===== src/uvtm_defs.svh =====
// Purpose: Constants for the undervoltage and turn-on timeout fault response
// Assumes: 50 MHz CLK, one output channel, commands reached by code
// Notes: Offsets are command codes, one data byte each
//
// What this block does
// - UV fault sets three status bits
// - Flagged fault drives alert unless masked
// - UV detect waits for full start criteria
// - UV detect masked while channel inactive
// - UV detect masked during rise and fall
// - Response 00 flags only, keeps running
// - Response 01 runs delay, then retry setting
// - Response 10 shuts down at once, then retry
// - Writing response 11 to UV or timeout raises CML fault
// - Fault bits clear only on listed events
// - Retry 000 stays off until cleared
// - Delay field counts 10 us steps
// - Timeout fault sets status and alerts
// - Timeout response zero disables that response
// - Discontinuous mode until timeout limit exceeded
// - Each command moves exactly one byte
// - Overcurrent response at 0x47, default 0x00
// - Undervoltage response at 0x45, default 0xB8
// - Timeout response at 0x63, default 0xB8
`ifndef UVTM_DEFS_SVH
`define UVTM_DEFS_SVH

`define UVTM_CMD_OC_RESP 8'h47
`define UVTM_CMD_UV_RESP 8'h45
`define UVTM_CMD_TON_RESP 8'h63
`define UVTM_OC_RESP_RST 8'h00
`define UVTM_UV_RESP_RST 8'hB8
`define UVTM_TON_RESP_RST 8'hB8

`define UVTM_RESP_HI 7
`define UVTM_RESP_LO 6
`define UVTM_RETRY_HI 5
`define UVTM_RETRY_LO 3
`define UVTM_DELAY_HI 2
`define UVTM_DELAY_LO 0

`define UVTM_RESP_IGNORE 2'h0
`define UVTM_RESP_DEGLITCH 2'h1
`define UVTM_RESP_SHUTDOWN 2'h2
`define UVTM_RESP_BAD 2'h3
`define UVTM_RETRY_NONE 3'h0

`define UVTM_TICK_US 10
`define UVTM_CLK_NS 20
`define UVTM_TICK_CYCLES ((`UVTM_TICK_US * 1000) / `UVTM_CLK_NS)

`endif


===== src/uvtm_pkg.sv =====
// Purpose: Types for the fault response block
// Assumes: Constants come from uvtm_defs.svh
// Notes: State of each module is one packed struct
package uvtm_pkg;

  typedef enum logic [1:0] {
    ST_OFF,
    ST_RUN,
    ST_LATCHED,
    ST_RETRY_WAIT
  } uvtm_run_t;

  typedef struct packed {
    logic [8:0] cyc;
    logic [2:0] ticks;
    logic expired;
  } uvtm_dgl_t;

  typedef struct packed {
    uvtm_run_t run;
    logic [7:0] uv_resp;
    logic [7:0] ton_resp;
    logic [7:0] oc_resp;
    logic [7:0] rdata;
    logic ack;
    logic uv_flt;
    logic ton_flt;
    logic cml;
    logic alert;
    logic out_en;
    logic restart;
    logic on_prev;
    logic crossed;
    logic ton_seen;
    logic uv_warn;
    logic disc;
    logic [15:0] retry_cnt;
    logic [8:0] tick_cnt;
  } uvtm_state_t;

endpackage


===== src/uvtm_fault_resp.sv =====
// Purpose: UV and turn-on timeout fault response for one channel
// Assumes: Sequencer and comparator inputs are on CLK
// Notes: Command port carries one byte per access
`include "uvtm_defs.svh"

module uvtm_fault_resp (
  // Clock and reset
  input wire logic CLK,
  input wire logic RESET,
  // Command byte access
  input wire logic CMD_VALID,
  input wire logic CMD_WRITE,
  input wire logic [7:0] CMD_CODE,
  input wire logic [7:0] CMD_WDATA,
  output logic CMD_ACK,
  output logic [7:0] CMD_RDATA,
  // Clear events
  input wire logic CLEAR_FAULTS,
  input wire logic RESTORE_USER_ALL,
  input wire logic VENDOR_SOFT_RESET_COMMAND,
  // On command from pin and OPERATION combined
  input wire logic OUTPUT_ON_CMD,
  // Sequencer state
  input wire logic CHAN_ACTIVE,
  input wire logic TON_DELAY_DONE,
  input wire logic TON_RISE_DONE,
  input wire logic TON_RISING,
  input wire logic TOFF_FALLING,
  input wire logic TON_MAX_REACHED,
  // Comparators
  input wire logic UV_BELOW_LIMIT,
  input wire logic UV_WARN_RAW,
  input wire logic OC_PRESENT,
  input wire logic NONRETRY_SHUTDOWN,
  // Alert masks
  input wire logic MASK_UV,
  input wire logic MASK_TON,
  input wire logic MASK_CML,
  // Retry interval in 10 us steps
  input wire logic [15:0] RETRY_INTERVAL_SETTING,
  // Status bits
  output logic NONE_OF_THE_ABOVE,
  output logic VOUT_SUMMARY,
  output logic VOUT_UV_FAULT,
  output logic TON_MAX_FAULT,
  output logic CML_FAULT,
  output logic UV_WARN,
  // Alert open-drain pin
  output logic ALERT_OUT,
  output logic ALERT_OE,
  // Channel control
  output logic OUTPUT_ENABLE,
  output logic RESTART_REQ,
  output logic DISCONTINUOUS_MODE
);

  uvtm_pkg::uvtm_state_t s_ff;
  uvtm_pkg::uvtm_state_t nxt_s;

  logic uv_dgl_exp;
  logic ton_dgl_exp;
  logic uv_en;
  logic uv_event;
  logic ton_event;
  logic uv_dgl_run;
  logic ton_dgl_run;
  logic [1:0] uv_mode;
  logic [1:0] ton_mode;
  logic ton_enabled;

  // Response fields
  assign uv_mode = s_ff.uv_resp[`UVTM_RESP_HI:`UVTM_RESP_LO];
  assign ton_mode = s_ff.ton_resp[`UVTM_RESP_HI:`UVTM_RESP_LO];
  assign ton_enabled = (s_ff.ton_resp != 8'h00);

  // UV detection window
  assign uv_en = CHAN_ACTIVE
    && !TON_RISING && !TOFF_FALLING
    && TON_MAX_REACHED && TON_DELAY_DONE && TON_RISE_DONE
    && s_ff.crossed && !OC_PRESENT
    && (s_ff.run == uvtm_pkg::ST_RUN);

  assign uv_event = uv_en && UV_BELOW_LIMIT;
  assign ton_event = ton_enabled && CHAN_ACTIVE && TON_MAX_REACHED
    && !s_ff.crossed && (s_ff.run == uvtm_pkg::ST_RUN);

  assign uv_dgl_run = uv_event && (uv_mode == `UVTM_RESP_DEGLITCH);
  assign ton_dgl_run = ton_event && (ton_mode == `UVTM_RESP_DEGLITCH);

  uvtm_deglitch u_uv_dgl (
    .clk(CLK),
    .reset(RESET),
    .run(uv_dgl_run),
    .limit(s_ff.uv_resp[`UVTM_DELAY_HI:`UVTM_DELAY_LO]),
    .expired(uv_dgl_exp)
  );

  uvtm_deglitch u_ton_dgl (
    .clk(CLK),
    .reset(RESET),
    .run(ton_dgl_run),
    .limit(s_ff.ton_resp[`UVTM_DELAY_HI:`UVTM_DELAY_LO]),
    .expired(ton_dgl_exp)
  );

  always_comb begin
    logic clr;
    logic on_edge;
    logic uv_shut;
    logic ton_shut;
    logic [2:0] retry_sel;
    clr = 1'h0;
    on_edge = 1'h0;
    uv_shut = 1'h0;
    ton_shut = 1'h0;
    retry_sel = `UVTM_RETRY_NONE;
    nxt_s = s_ff;
    nxt_s.ack = 1'h0;
    nxt_s.restart = 1'h0;
    nxt_s.on_prev = OUTPUT_ON_CMD;

    // Off then on edge
    on_edge = OUTPUT_ON_CMD && !s_ff.on_prev;
    clr = CLEAR_FAULTS || on_edge || RESTORE_USER_ALL
      || VENDOR_SOFT_RESET_COMMAND;

    // Clear first so a same-cycle set wins
    if (clr) begin
      nxt_s.uv_flt = 1'h0;
      nxt_s.ton_flt = 1'h0;
      nxt_s.cml = 1'h0;
    end

    // Command byte access
    if (CMD_VALID) begin
      nxt_s.ack = 1'h1;
      nxt_s.rdata = 8'h00;
      case (CMD_CODE)
        `UVTM_CMD_UV_RESP: begin
          nxt_s.rdata = s_ff.uv_resp;
          if (CMD_WRITE) begin
            if (CMD_WDATA[`UVTM_RESP_HI:`UVTM_RESP_LO] == `UVTM_RESP_BAD) begin
              nxt_s.cml = 1'h1;
            end else begin
              nxt_s.uv_resp = CMD_WDATA;
            end
          end
        end
        `UVTM_CMD_TON_RESP: begin
          nxt_s.rdata = s_ff.ton_resp;
          if (CMD_WRITE) begin
            if (CMD_WDATA[`UVTM_RESP_HI:`UVTM_RESP_LO] == `UVTM_RESP_BAD) begin
              nxt_s.cml = 1'h1;
            end else begin
              nxt_s.ton_resp = CMD_WDATA;
            end
          end
        end
        `UVTM_CMD_OC_RESP: begin
          nxt_s.rdata = s_ff.oc_resp;
          if (CMD_WRITE) begin
            nxt_s.oc_resp = CMD_WDATA;
          end
        end
        default: begin
          nxt_s.cml = 1'h1;
        end
      endcase
    end

    // Output crossed the UV limit since start
    if (!CHAN_ACTIVE) begin
      nxt_s.crossed = 1'h0;
    end else if (!UV_BELOW_LIMIT) begin
      nxt_s.crossed = 1'h1;
    end

    // Timeout fault reported once per start
    if (!CHAN_ACTIVE) begin
      nxt_s.ton_seen = 1'h0;
    end

    // UV fault flag, all responses
    if (uv_event) begin
      nxt_s.uv_flt = 1'h1;
    end
    if (ton_event && !s_ff.ton_seen) begin
      nxt_s.ton_flt = 1'h1;
      nxt_s.ton_seen = 1'h1;
    end

    // Warning uses the same mask window
    nxt_s.uv_warn = uv_en && UV_WARN_RAW;

    // Shutdown decisions per response field
    case (uv_mode)
      `UVTM_RESP_IGNORE: uv_shut = 1'h0;
      `UVTM_RESP_DEGLITCH: uv_shut = uv_dgl_exp && uv_event;
      `UVTM_RESP_SHUTDOWN: uv_shut = uv_event;
      default: uv_shut = 1'h0;
    endcase
    case (ton_mode)
      `UVTM_RESP_IGNORE: ton_shut = 1'h0;
      `UVTM_RESP_DEGLITCH: ton_shut = ton_dgl_exp && ton_event;
      `UVTM_RESP_SHUTDOWN: ton_shut = ton_event;
      default: ton_shut = 1'h0;
    endcase
    if (uv_shut) begin
      retry_sel = s_ff.uv_resp[`UVTM_RETRY_HI:`UVTM_RETRY_LO];
    end else if (ton_shut) begin
      retry_sel = s_ff.ton_resp[`UVTM_RETRY_HI:`UVTM_RETRY_LO];
    end

    // Run control
    case (s_ff.run)
      uvtm_pkg::ST_OFF: begin
        if (OUTPUT_ON_CMD) begin
          nxt_s.run = uvtm_pkg::ST_RUN;
        end
      end
      uvtm_pkg::ST_RUN: begin
        if (NONRETRY_SHUTDOWN) begin
          nxt_s.run = uvtm_pkg::ST_LATCHED;
        end else if (uv_shut || ton_shut) begin
          if (retry_sel == `UVTM_RETRY_NONE) begin
            nxt_s.run = uvtm_pkg::ST_LATCHED;
          end else begin
            nxt_s.run = uvtm_pkg::ST_RETRY_WAIT;
            nxt_s.retry_cnt = RETRY_INTERVAL_SETTING;
            nxt_s.tick_cnt = 9'h000;
          end
        end
      end
      uvtm_pkg::ST_LATCHED: begin
        if (CLEAR_FAULTS) begin
          nxt_s.run = uvtm_pkg::ST_RUN;
          nxt_s.restart = 1'h1;
        end
      end
      uvtm_pkg::ST_RETRY_WAIT: begin
        if (NONRETRY_SHUTDOWN) begin
          nxt_s.run = uvtm_pkg::ST_LATCHED;
        end else if (s_ff.retry_cnt == 16'h0000) begin
          nxt_s.run = uvtm_pkg::ST_RUN;
          nxt_s.restart = 1'h1;
        end else if (s_ff.tick_cnt == 9'(`UVTM_TICK_CYCLES - 1)) begin
          nxt_s.tick_cnt = 9'h000;
          nxt_s.retry_cnt = s_ff.retry_cnt - 16'h0001;
        end else begin
          nxt_s.tick_cnt = s_ff.tick_cnt + 9'h001;
        end
      end
      default: begin
        nxt_s.run = uvtm_pkg::ST_OFF;
      end
    endcase

    // Commanded off overrides every state
    if (!OUTPUT_ON_CMD) begin
      nxt_s.run = uvtm_pkg::ST_OFF;
      nxt_s.restart = 1'h0;
    end

    nxt_s.out_en = (nxt_s.run == uvtm_pkg::ST_RUN);
    nxt_s.disc = nxt_s.out_en && !TON_MAX_REACHED;

    // Alert from unmasked flags
    nxt_s.alert = (nxt_s.uv_flt && !MASK_UV)
      || (nxt_s.ton_flt && !MASK_TON)
      || (nxt_s.cml && !MASK_CML);
  end

  always_ff @(posedge CLK) begin
    if (RESET) begin
      s_ff <= '0;
      s_ff.run <= uvtm_pkg::ST_OFF;
      s_ff.uv_resp <= `UVTM_UV_RESP_RST;
      s_ff.ton_resp <= `UVTM_TON_RESP_RST;
      s_ff.oc_resp <= `UVTM_OC_RESP_RST;
    end else begin
      s_ff <= nxt_s;
    end
  end

  // Outputs
  assign CMD_ACK = s_ff.ack;
  assign CMD_RDATA = s_ff.rdata;
  assign VOUT_UV_FAULT = s_ff.uv_flt;
  assign TON_MAX_FAULT = s_ff.ton_flt;
  assign VOUT_SUMMARY = s_ff.uv_flt || s_ff.ton_flt;
  assign NONE_OF_THE_ABOVE = s_ff.uv_flt || s_ff.ton_flt;
  assign CML_FAULT = s_ff.cml;
  assign UV_WARN = s_ff.uv_warn;
  assign ALERT_OUT = 1'h0;
  assign ALERT_OE = s_ff.alert;
  assign OUTPUT_ENABLE = s_ff.out_en;
  assign RESTART_REQ = s_ff.restart;
  assign DISCONTINUOUS_MODE = s_ff.disc;

endmodule


===== src/uvtm_deglitch.sv =====
// Purpose: Counts how long a fault persists in 10 us steps
// Assumes: Run is high only while the fault is present
// Notes: Expired is a registered level while the time is reached
`include "uvtm_defs.svh"

module uvtm_deglitch (
  // Clock and reset
  input wire logic clk,
  input wire logic reset,
  // Fault persistence
  input wire logic run,
  input wire logic [2:0] limit,
  output logic expired
);

  uvtm_pkg::uvtm_dgl_t s_ff;
  uvtm_pkg::uvtm_dgl_t nxt_s;

  always_comb begin
    nxt_s = s_ff;
    nxt_s.expired = 1'h0;
    if (!run) begin
      // Fault gone, start over next time
      nxt_s.cyc = 9'h000;
      nxt_s.ticks = 3'h0;
    end else if (s_ff.ticks >= limit) begin
      nxt_s.expired = 1'h1;
    end else if (s_ff.cyc == 9'(`UVTM_TICK_CYCLES - 1)) begin
      nxt_s.cyc = 9'h000;
      nxt_s.ticks = s_ff.ticks + 3'h1;
    end else begin
      nxt_s.cyc = s_ff.cyc + 9'h001;
    end
  end

  always_ff @(posedge clk) begin
    if (reset) begin
      s_ff <= '0;
    end else begin
      s_ff <= nxt_s;
    end
  end

  assign expired = s_ff.expired;

endmodule


===== config.mk =====
export PLATFORM = sky130hd
export DESIGN_NAME = uvtm_fault_resp
export DESIGN_NICKNAME = d
export VERILOG_FILES = /design/src/uvtm_pkg.sv /design/src/uvtm_fault_resp.sv /design/src/uvtm_deglitch.sv
export VERILOG_INCLUDE_DIRS = /design/src
export SDC_FILE = /design/constraint.sdc
export NUM_CORES = 1
export LEC_CHECK = 0
export ABC_AREA = 0
export BUFFER_PORTS_ARGS = -buffer_cell sky130_fd_sc_hd__buf_2
export CAP_MARGIN = 30
export CELL_PAD_IN_SITES_DETAIL_PLACEMENT = 1
export CELL_PAD_IN_SITES_GLOBAL_PLACEMENT = 2
export CORE_AREA = 5 5 127 129
export CTS_CLUSTER_DIAMETER = 100
export DETAILED_ROUTE_END_ITERATION = 7
export DIE_AREA = 0 0 132 134
export HOLD_SLACK_MARGIN = 0.06
export PLACE_DENSITY_LB_ADDON = 0.1
export SYNTH_ARGS = -nofsm -noshare
export SYNTH_HDL_FRONTEND = slang
export SYNTH_SLANG_ARGS = --single-unit

===== constraint.sdc =====
create_clock -name CLK -period 2.7 [get_ports CLK]
set_input_delay 0.54 -clock CLK [delete_from_list [all_inputs] [get_ports CLK]]
set_output_delay 0.54 -clock CLK [all_outputs]
set_load 0.005 [all_outputs]

==> out/results.ini <==
[critical_path]
required_ps = 2980
cp-start-kind = flop
timing.rr.start = s_ff[9]$_SDFFE_PP0P_
reg2reg_to = s_ff[10]$_SDFFE_PP0P_
r2r_cells = 8
crit_path_max_fanout = 25
cp.arrival_ps = 2610
worstSetupEndpointType = flop
critPathKind = reg2reg
r2r_setup_slack_ps = 370

[cts]
cts_max_level = 3
cts_setup_buffers = 0
path_clk_slew_ps = 80
cts-buffers-inserted = 9
clk_latency_ps = 360
cts_tree = built
cts.sinks = 97
ctsResizeCount = 0
cts_buffer_depth = 2
root_buffer = clkbuf_16
hold_buffers = 0

[synthesis]
synth_largest_area_cell = dfxtp_1
synthCells = 580
synth-edff-count = 0
async_flop_share_pct = 0
synthFlopType = dfxtp_1
yosys-top-cells-count = dfxtp_1 (97), nor2_1 (55), nand2_1 (36)
ys_ff_latch = 97
synthesis.nets = 650
syn_area_mm2 = 0.00510
synth_top_area_share_pct = 38.0
synth_seq_area_share_pct = 38.0
ys_types = 72
synth_area_leaders = dfxtp_1 (38%), mux2i_1 (5.1%), ha_1 (4.2%)
synth.most_common_cell = dfxtp_1
synth-warning-count = 0
syn_area_per_cell_um2 = 8.80

[global_routing]
grtUsageTotal_pct = 17.6
grt_overflow = 0
first_global_vias = 4825
grt.met1_usage_pct = 22.2
grt-busiest-layer = met2
antenna_found_initial = 0
use_met2_pct = 30.3
grtUsageMet3_pct = 2.51
grt_max_degree = 47
grt_first_pass_wirelength_um = 25400

[route]
firstDrtPassIters = 4
vias = 4642
route.detailed.wl_per_inst_um = 18.4
drc_errors = 0
wl_um = 15300
viasPerCell = 5.58
drtIter0Drc = 211
ant_nets = 0

[die]
rows = 45
die_h_um = 134
core_area_mm2 = 0.0149
initial_core_util_pct = 34.2
die_width_um = 132
io-pin-count = 73
dieArea_mm2 = 0.0177

[sta]
slew_violations = 0
fmaxAchievable_mhz = 428
tightest_slew_ps = 617
max-slew-margin-rel_pct = 58.3
tns_ps = 0
hold_violations = 0
fin_crit_ps = 2330
setup_viol = 0
final.setup_skew_ps = 11.0
rsz0062_at_grt = no
fin_crit_sh_pct = 86.4

[placement]
port_buffers = 71
dp_hpwl_um = 11200
dpl.cell_count = 817
dpl_cell_area_mm2 = 0.00565
place_congestion = 0.780

[flow_run]
maxCapViolCount = 0

[cells_and_area]
diodes = 0
nets = 710
drive_gt1_share_pct = 20.0
nFillCells = 1773
fin_area_mm2 = 0.00599
fin_cells = 832
area_growth_syn_to_layout_pct = 17.3

[min_path]
hp-start = TON_MAX_REACHED
worstHoldEndpoint = DISCONTINUOUS_MODE$_SDFF_PP0_
holdPathStages = 2
hold_path.class = in2reg

[pwr]
max-vdd-ir-drop_mv = 0.308
leakage_nw = 2.23
pwr_density_cell_mw_per_mm2 = 525

[outcome]
status = complete, no violations

[power breakdown]
| group | total [mW] | leakage [nW] | internal [mW] | switching (mW) |
|---|---|---|---|---|
| Sequential | 1.45 | 0.785 | 1.44 | 0.0100 |
| Combinational | 0.190 | 1.28 | 0.0762 | 0.113 |
| Clock | 1.50 | 0.162 | 0.906 | 0.592 |
[state kept, by name, indices dropped and copies added, names as in the netlist, 8 cells and up]
signal and cells:
CMD_RDATA 8, s_ff 54, u_ton_dgl.s_ff 12, u_uv_dgl.s_ff 12
[through the flow]
stage / hold slack, ps / setup WS (ps) / util, % / total power, mW
finish: 391 / 366 / 40.1 / 3.14
CTS: 382 / 322 / 40.1 / 3.19
detailed placement: 462 / 232 / 37.8 / 1.68
floorplan: 431 / 523 / - / 1.59
global route: 401 / 114 / 40.1 / 3.26
global placement: 458 / 361 / 37.8 / 1.68
[kinds of logic (layout without fill, tap and decap cells)]
family / after synthesis / in the layout / share of synthesized area, %
multiplexers: 27 / 27 / 5.32
buffers and inverters: 74 / 138 / 6.79
AO/OA/AOI/OAI: 156 / 156 / 22.5
other: 1 / 1 / 0.0735
AND/OR/NAND/NOR: 193 / 193 / 20.6
adder cells (fa/ha/maj): 17 / 17 / 4.17
flip-flops: 97 / 97 / 38.0
XOR/XNOR: 15 / 15 / 2.57
[layer usage]
layer  up-vias  wire length, µm  part of all wire [%]
met5         -                0                     0
met2        58             7670                    50
met1      2295             6980                    46
met3        21              375                   2.4
li1       2268                -                     -
met4         0              295                   1.9
[placed cells by master, fill, tap and decap left out, types with 13 or more instances in the layout]
| master | Yosys | final |
|---|---|---|
| nor2_1 | 55 | 55 |
| a21oi_1 | 33 | 33 |
| xnor2_1 | 15 | 15 |
| o21ai_0 | 20 | 20 |
| dfxtp_1 | 97 | 97 |
| inv_1 | 27 | 27 |
| ha_1 | 17 | 17 |
| o31ai_1 | 13 | 13 |
| and3_1 | 13 | 13 |
| mux2i_1 | 26 | 26 |
| buf_4 | 10 | 23 |
| nor3_1 | 16 | 16 |
| o311ai_0 | 15 | 15 |
| nand2_1 | 36 | 36 |
| buf_2 | 13 | 71 |
[final cells by class]
| cell class | instances | area, µm² | share of cell area [%] |
|---|---|---|---|
| clock buffers | 9 | 225 | 3.76 |
| clock inverters | 6 | 115 | 1.92 |
| inverters | 28 | 105 | 1.76 |
| multi-input cells | 409 | 2820 | 47.0 |
| flip-flops and latches | 97 | 1940 | 32.4 |
| well taps | 188 | 235 | 3.93 |
| repair buffers | 95 | 548 | 9.15 |
[worst max-delay path, cell delays in order, from the launching register on]
cell	delay (ps)
dfxtp_1	350
inv_1	100
ha_1	180
or3b_2	580
nor3_4	170
buf_4	170
a31o_4	360
nor2_2	100
a221oi_2	240
[how the worst max path moves through the flow]
stage	start	to	slack (ps)	depth (start not counted)
finish	s_ff[9]$_SDFFE_PP0P_	s_ff[10]$_SDFFE_PP0P_	370	8
global route	s_ff[69]$_SDFF_PP0_	s_ff[9]$_SDFFE_PP0P_	110	5
CTS	s_ff[69]$_SDFF_PP0_	s_ff[9]$_SDFFE_PP0P_	320	5
detailed placement	TON_MAX_REACHED	s_ff[9]$_SDFFE_PP0P_	230	6
global placement	TON_MAX_REACHED	s_ff[9]$_SDFFE_PP0P_	360	6
floorplan	s_ff[67]$_SDFFE_PP0P_	s_ff[16]$_SDFFE_PP0P_	520	7
Power figures use the tool's default switching activity.
